--- src/sfcsr_pkg.sv ---
// Package: field layout, reset values and carriers of the SIMD FP control/status register
package sfcsr_pkg;

  // Field positions
  localparam int FLAG_LSB  = 0;
  localparam int DAZ_BIT   = 6;
  localparam int MASK_LSB  = 7;
  localparam int RND_LSB   = 13;
  localparam int FTZ_BIT   = 15;
  localparam int RSVD_LSB  = 16;
  localparam int NUM_EXC   = 6;

  // Exception order inside flag and mask groups
  localparam int EXC_INVALID   = 0;
  localparam int EXC_DENORMAL  = 1;
  localparam int EXC_DIVZERO   = 2;
  localparam int EXC_OVERFLOW  = 3;
  localparam int EXC_UNDERFLOW = 4;
  localparam int EXC_PRECISION = 5;

  // Value after reset: all masks set, everything else clear
  localparam logic [31:0] CSR_RESET = 32'h0000_1F80;
  localparam logic [31:0] RSVD_BITS = 32'hFFFF_0000;
  localparam logic [31:0] DAZ_MASK  = 32'h0000_0040;

  typedef enum logic [1:0] {
    SFCSR_RND_NEAREST = 2'h0,
    SFCSR_RND_DOWN    = 2'h1,
    SFCSR_RND_UP      = 2'h2,
    SFCSR_RND_ZERO    = 2'h3
  } sfcsr_rnd_t;

  // Register image
  typedef struct packed {
    logic [15:0]        reserved;
    logic               ftz;
    sfcsr_rnd_t         rnd;
    logic [NUM_EXC-1:0] mask;
    logic               denormals_zero_enable;
    logic [NUM_EXC-1:0] flag;
  } sfcsr_reg_t;

  // Datapath report for one completed instruction
  typedef struct packed {
    logic               valid;
    logic [NUM_EXC-1:0] detect;
  } sfcsr_report_t;

  // Controls shown to the datapath
  typedef struct packed {
    sfcsr_rnd_t         rnd;
    logic               flush_underflow;
    logic               denormals_zero;
    logic [NUM_EXC-1:0] mask;
  } sfcsr_ctrl_t;

endpackage

--- src/sfcsr_exc_filter.sv ---
// Filter of datapath exception reports under the current modes
`timescale 1ns/100ps
module sfcsr_exc_filter
  import sfcsr_pkg::*;
(
  // Current register
  input  wire sfcsr_pkg::sfcsr_reg_t    csr,
  // Raw report
  input  wire sfcsr_pkg::sfcsr_report_t report,
  // Flags to set and faults to raise
  output logic [sfcsr_pkg::NUM_EXC-1:0] set_flags,
  output logic [sfcsr_pkg::NUM_EXC-1:0] raise
);
  logic [NUM_EXC-1:0] det;
  logic               ftz_act;

  always_comb begin
    det = report.valid ? report.detect : '0;
    ftz_act = csr.ftz && csr.mask[EXC_UNDERFLOW];
    if (csr.denormals_zero_enable) begin
      det[EXC_DENORMAL] = 1'b0;
    end
    if (ftz_act && det[EXC_UNDERFLOW]) begin
      det[EXC_PRECISION] = 1'b1;
    end
    set_flags = det;
    raise     = det & ~csr.mask;
  end
endmodule

--- src/sfcsr_top.sv ---
// SIMD FP control/status register with load/store/save/restore ports
`timescale 1ns/100ps
//==============================================================
module sfcsr_top
  import sfcsr_pkg::*;
#(
  parameter bit DAZ_SUPPORTED = 1'b1
)
(
  // Clock and reset
  input  wire logic                  sys_clk,
  input  wire logic                  resetn,
  // Register write: load or full-state restore
  input  wire logic                  register_load_instr,
  input  wire logic                  full_state_restore_instr,
  input  wire logic [31:0]           wr_data,
  // Register read: store or full-state save
  input  wire logic                  register_store_instr,
  input  wire logic                  full_state_save_instr,
  output logic [31:0]                rd_data,
  output logic [31:0]                supported_bits_mask,
  output logic                       rd_valid,
  // Datapath
  input  wire sfcsr_pkg::sfcsr_report_t dp_report,
  output sfcsr_pkg::sfcsr_ctrl_t     dp_ctrl,
  output logic [NUM_EXC-1:0]         simd_fp_exception,
  output logic                       general_protection_fault
);
  import sfcsr_pkg::*;

  //==============================================================
  // State
  typedef struct packed {
    sfcsr_reg_t         csr;
    logic [31:0]        rd;
    logic               rdv;
    logic [NUM_EXC-1:0] exc;
    logic               gp;
  } sfcsr_state_t;

  localparam sfcsr_state_t ST_RESET = '{
    csr: sfcsr_reg_t'(CSR_RESET), rd: 32'h0000_0000, rdv: 1'b0,
    exc: '0, gp: 1'b0};

  sfcsr_state_t       st_r;
  sfcsr_state_t       st_nxt;
  logic [NUM_EXC-1:0] set_flags;
  logic [NUM_EXC-1:0] raise;
  logic               wr_req;
  logic               wr_bad;
  logic [31:0]        valid_bits;

  function automatic logic [31:0] sfcsr_valid_bits(input bit daz_ok);
    return daz_ok ? ~RSVD_BITS : (~RSVD_BITS & ~DAZ_MASK);
  endfunction

  sfcsr_exc_filter u_filter (
    .csr       (st_r.csr),
    .report    (dp_report),
    .set_flags (set_flags),
    .raise     (raise)
  );

  //==============================================================
  // Next state
  always_comb begin
    st_nxt     = st_r;
    valid_bits = sfcsr_valid_bits(DAZ_SUPPORTED);
    wr_req     = register_load_instr || full_state_restore_instr;
    wr_bad     = |(wr_data & ~valid_bits);
    st_nxt.gp  = wr_req && wr_bad;
    st_nxt.exc = raise;
    // Datapath events set flags; a legal write replaces the image but keeps same-cycle datapath flags
    st_nxt.csr.flag = st_r.csr.flag | set_flags;
    if (wr_req && !wr_bad) begin
      st_nxt.csr = sfcsr_reg_t'(wr_data);
      st_nxt.csr.flag = wr_data[NUM_EXC-1:0] | set_flags;
    end
    st_nxt.csr.reserved = '0;
    if (!DAZ_SUPPORTED) begin
      st_nxt.csr.denormals_zero_enable = 1'b0;
    end
    st_nxt.rdv = register_store_instr || full_state_save_instr;
    if (st_nxt.rdv) begin
      st_nxt.rd = st_r.csr;
    end
  end

  always_ff @(posedge sys_clk or negedge resetn) begin
    if (!resetn) begin
      st_r <= ST_RESET;
    end else begin
      st_r <= st_nxt;
    end
  end

  //==============================================================
  // Outputs
  assign rd_data                  = st_r.rd;
  assign rd_valid                 = st_r.rdv;
  assign supported_bits_mask      = sfcsr_valid_bits(DAZ_SUPPORTED);
  assign simd_fp_exception        = st_r.exc;
  assign general_protection_fault = st_r.gp;
  assign dp_ctrl.rnd              = st_r.csr.rnd;
  assign dp_ctrl.flush_underflow  =
    st_r.csr.ftz && st_r.csr.mask[EXC_UNDERFLOW];
  assign dp_ctrl.denormals_zero   = st_r.csr.denormals_zero_enable;
  assign dp_ctrl.mask             = st_r.csr.mask;
endmodule

--- config.mk ---
export PLATFORM = sky130hd
export DESIGN_NAME = sfcsr_top
export DESIGN_NICKNAME = d
export VERILOG_FILES = /design/src/sfcsr_pkg.sv /design/src/sfcsr_exc_filter.sv /design/src/sfcsr_top.sv
export SDC_FILE = /design/constraint.sdc
export NUM_CORES = 1
export LEC_CHECK = 0
export BUFFER_PORTS_ARGS = -buffer_cell sky130_fd_sc_hd__buf_2
export CAP_MARGIN = 15
export CORE_ASPECT_RATIO = 1.75
export CORE_MARGIN = 5
export CORE_UTILIZATION = 35
export DETAILED_ROUTE_END_ITERATION = 6
export GPL_TIMING_DRIVEN = 0
export PLACE_DENSITY = 0.66
export SLEW_MARGIN = 20
export SYNTH_ARGS = -nofsm -noshare
export SYNTH_HDL_FRONTEND = slang
export SYNTH_SLANG_ARGS = --single-unit
--- constraint.sdc ---
create_clock -name sys_clk -period 1.3 [get_ports sys_clk]
set_clock_uncertainty 0.15 [all_clocks]
set_input_delay 0.13 -clock sys_clk [delete_from_list [all_inputs] [get_ports sys_clk]]
set_output_delay 0.13 -clock sys_clk [all_outputs]
set_load 0.03 [all_outputs]
==> flow_summary.yaml <==
status:
  outcome: "finished with violations"
  violations: "setup timing"
power:
  leakage_nw: 1.79
  p_per_area_mw_per_mm2: 769
  peakVddDrop_v: 0.000413
global_route:
  antenna_found_initial: 0
  grt_usage_pct: 13.5
  grt_max_degree: 41
  globalRouteOverflowTotal: 0
  grt_first_pass_wirelength_um: 8740
  grt_pass1_vias: 1815
clocking:
  path_clk_slew_ns: 0.07
  cts_root_buf: "clkbuf_8"
  htree_levels: 2
  cts.sinks: 40
  cts_buffer_depth: 2
  cts_buffers: 5
  cts_tree: "done"
  clk_latency_ns: 0.29
layout:
  nets: 402
  syn_to_final_growth_pct: 51.3
  diodes: 0
  fin_util_pct: 54.8
  layout_common_cells: "buf_4 (90), buf_2 (61), conb_1 (48)"
  layout-drive-gt1-share_pct: 60.8
  final_common_cell: "buf_4"
worst_setup_path:
  slowest_stage: "dfstp_2"
  cp-end-kind: "output pin"
  critPathMaxFanout: 4
  r2r_start: "dp_ctrl[4]"
  cp_num_buf_inv: 1
  critPathLaunch: "dp_ctrl[4]"
  cp-start-kind: "flip-flop"
  criticalPathCategory: "flip-flop to output pin"
  critPathTopFamily: "flip-flops"
  cp.required_ns: 1.02
  cp_cell_sequence: "and2_4 > buf_6"
  crit_arrival_ns: 1.12
  max_stage_delay_ns: 0.56
synth:
  ys_warn_count: 0
  synth-seq-area-share_pct: 44.7
  syn-cell-area_mm2: 0.00226
  syn_avg_cell_area_um2: 11.5
  synth_cell_types: 24
  synthCells: 196
  ys_ff_latch: 40
sta:
  rsz0062_at_grt: "true"
  drv_slew: 0
  setup-violations-final: 11
  clock.fmax_ghz: 0.716
  fin_hold_ws_ns: 0.0155
  worst_pin_slew_ns: 0.565
  fin_ws_ns: -0.0972
  hold_viol: 0
  fin_crit_ns: 1.40
  maxSlewHeadroom_pct: 62.3
  finalCritPeriodShare_pct: 107
floorplanning:
  initial_utilization_pct: 36.2
  dieHeight_um: 116
  die_w_um: 70.7
  core_mm2: 0.00623
  fp-row-count: 38
  dieArea_mm2: 0.00822
  io_pins: 127
placed_design:
  portBuffers: 78
  gp_congestion: 0.707
  post-dp-hpwl_um: 4030
worst_hold_path:
  hold_path_class: "input pin to flip-flop"
  min_from: "dp_report[6]"
route:
  first_pass_iters: 3
  routed_wl_um: 5450
  drt_iter0_drc: 26
  drc: 0
  wl_per_cell_um: 12.5
  viasPerCell: 3.91
  drtAntennaViolNets: 0
  vias: 1708
job:
  drv_cap: 0
==> synth_stat cells, drive strengths merged <==
cell type | count | share of area (%)
or2 | 1 | 0.28
a31oi | 1 | 0.28
and2 | 1 | 0.28
buf | 83 | 27
dfrtp | 34 | 38
and3 | 1 | 0.28
nor3 | 1 | 0.22
mux2 | 26 | 15
dfstp | 6 | 7.0
nor2 | 10 | 2.5
and4 | 1 | 0.44
nand2 | 6 | 1.0
nand4 | 1 | 0.94
o21ai | 7 | 1.6
inv | 1 | 0.17
nor4 | 4 | 3.0
conb | 2 | 0.33
nand3 | 10 | 2.2
==> cell type report <==
cell class              count  area (um2)
inverters                   1        3.75
clock buffers               6        72.6
multi-input cells         119         846
plain buffers              77         569
flip-flops and latches     40        1010
repair buffers            113         811
fillers                   613        2810
clock inverters             1        5.00
well taps                  80         100
==> worst min-delay path, delay by kind of cell <==
family / cells / cell delay, ns
buffers and inverters: 1 / 0.16
AO/OA/AOI/OAI: 1 / 0.09
AND/OR/NAND/NOR: 1 / 0.04
==> layer usage <==
| layer | share of wire [%] | wire, um | global-route usage (%) | up-vias |
|---|---|---|---|---|
| li1 | - | - | - | 839 |
| met3 | 8.8 | 482 | 3.01 | 8 |
| met5 | 0 | 0 | 0 | - |
| met2 | 57 | 3110 | 26.3 | 80 |
| met4 | 1.4 | 79 | 5.77 | 0 |
| met1 | 33 | 1780 | 13.3 | 781 |
==> stage by stage <==
step           area (um2)  cells  worst slack [ns]  setup TNS, ns  power, W
4_1_cts              3380    434            -0.118         -0.601   0.00266
3_3_place_gp         2940    400            -0.450          -7.55   0.00180
5_1_grt              3420    437            -0.141         -0.975   0.00275
2_1_floorplan        2450    242            -0.178          -1.53   0.00166
3_5_place_dp         2940    400            -0.471          -8.19   0.00180
6_report             3420    437           -0.0972         -0.377   0.00263
==> timing repair <==
action                                  in CTS  in global routing
hold buffers                                23                  0
setup buffers                                8                  4
pin swaps                                    8                  2
hold endpoints to repair                    56                  0
endpoints found under the setup margin      23                 54
gates cloned                                 1                  0
gates resized for setup                     25                 10
==> logic make-up after synthesis <==
logic type | count (synthesis) | share of synthesized area, %
buffers and inverters | 84 | 27.4
flip-flops | 40 | 44.7
AND/OR/NAND/NOR | 36 | 11.1
multiplexers | 26 | 14.6
AO/OA/AOI/OAI | 8 | 1.83
other | 2 | 0.333
==> flip-flops by register name, summed over array words and instances (netlist names) <==
signal	cells
rd_data	16
rd_valid	1
st_r	7
general_protection_fault	1
dp_ctrl	9
simd_fp_exception	6
==> worst paths after layout <==
check                      slack [ns]  depth (start not counted)              endpoint
max in group asynchronous        0.37                          2            dp_ctrl[3]
setup / recovery                 -0.1                          2            dp_ctrl[7]
setup reg to reg                 0.08                          4  simd_fp_exception[5]
min in group asynchronous        0.24                          2           rd_data[12]
hold reg to reg                  0.36                          1           rd_data[10]
hold / removal                   0.02                          3  simd_fp_exception[5]
==> power breakdown <==
group / internal [W] / switching (W)
registers: 0.00126 / 0.00000341
clock network: 0.000365 / 0.000405
logic: 0.000248 / 0.000348
(Power assumes the default switching activity.)
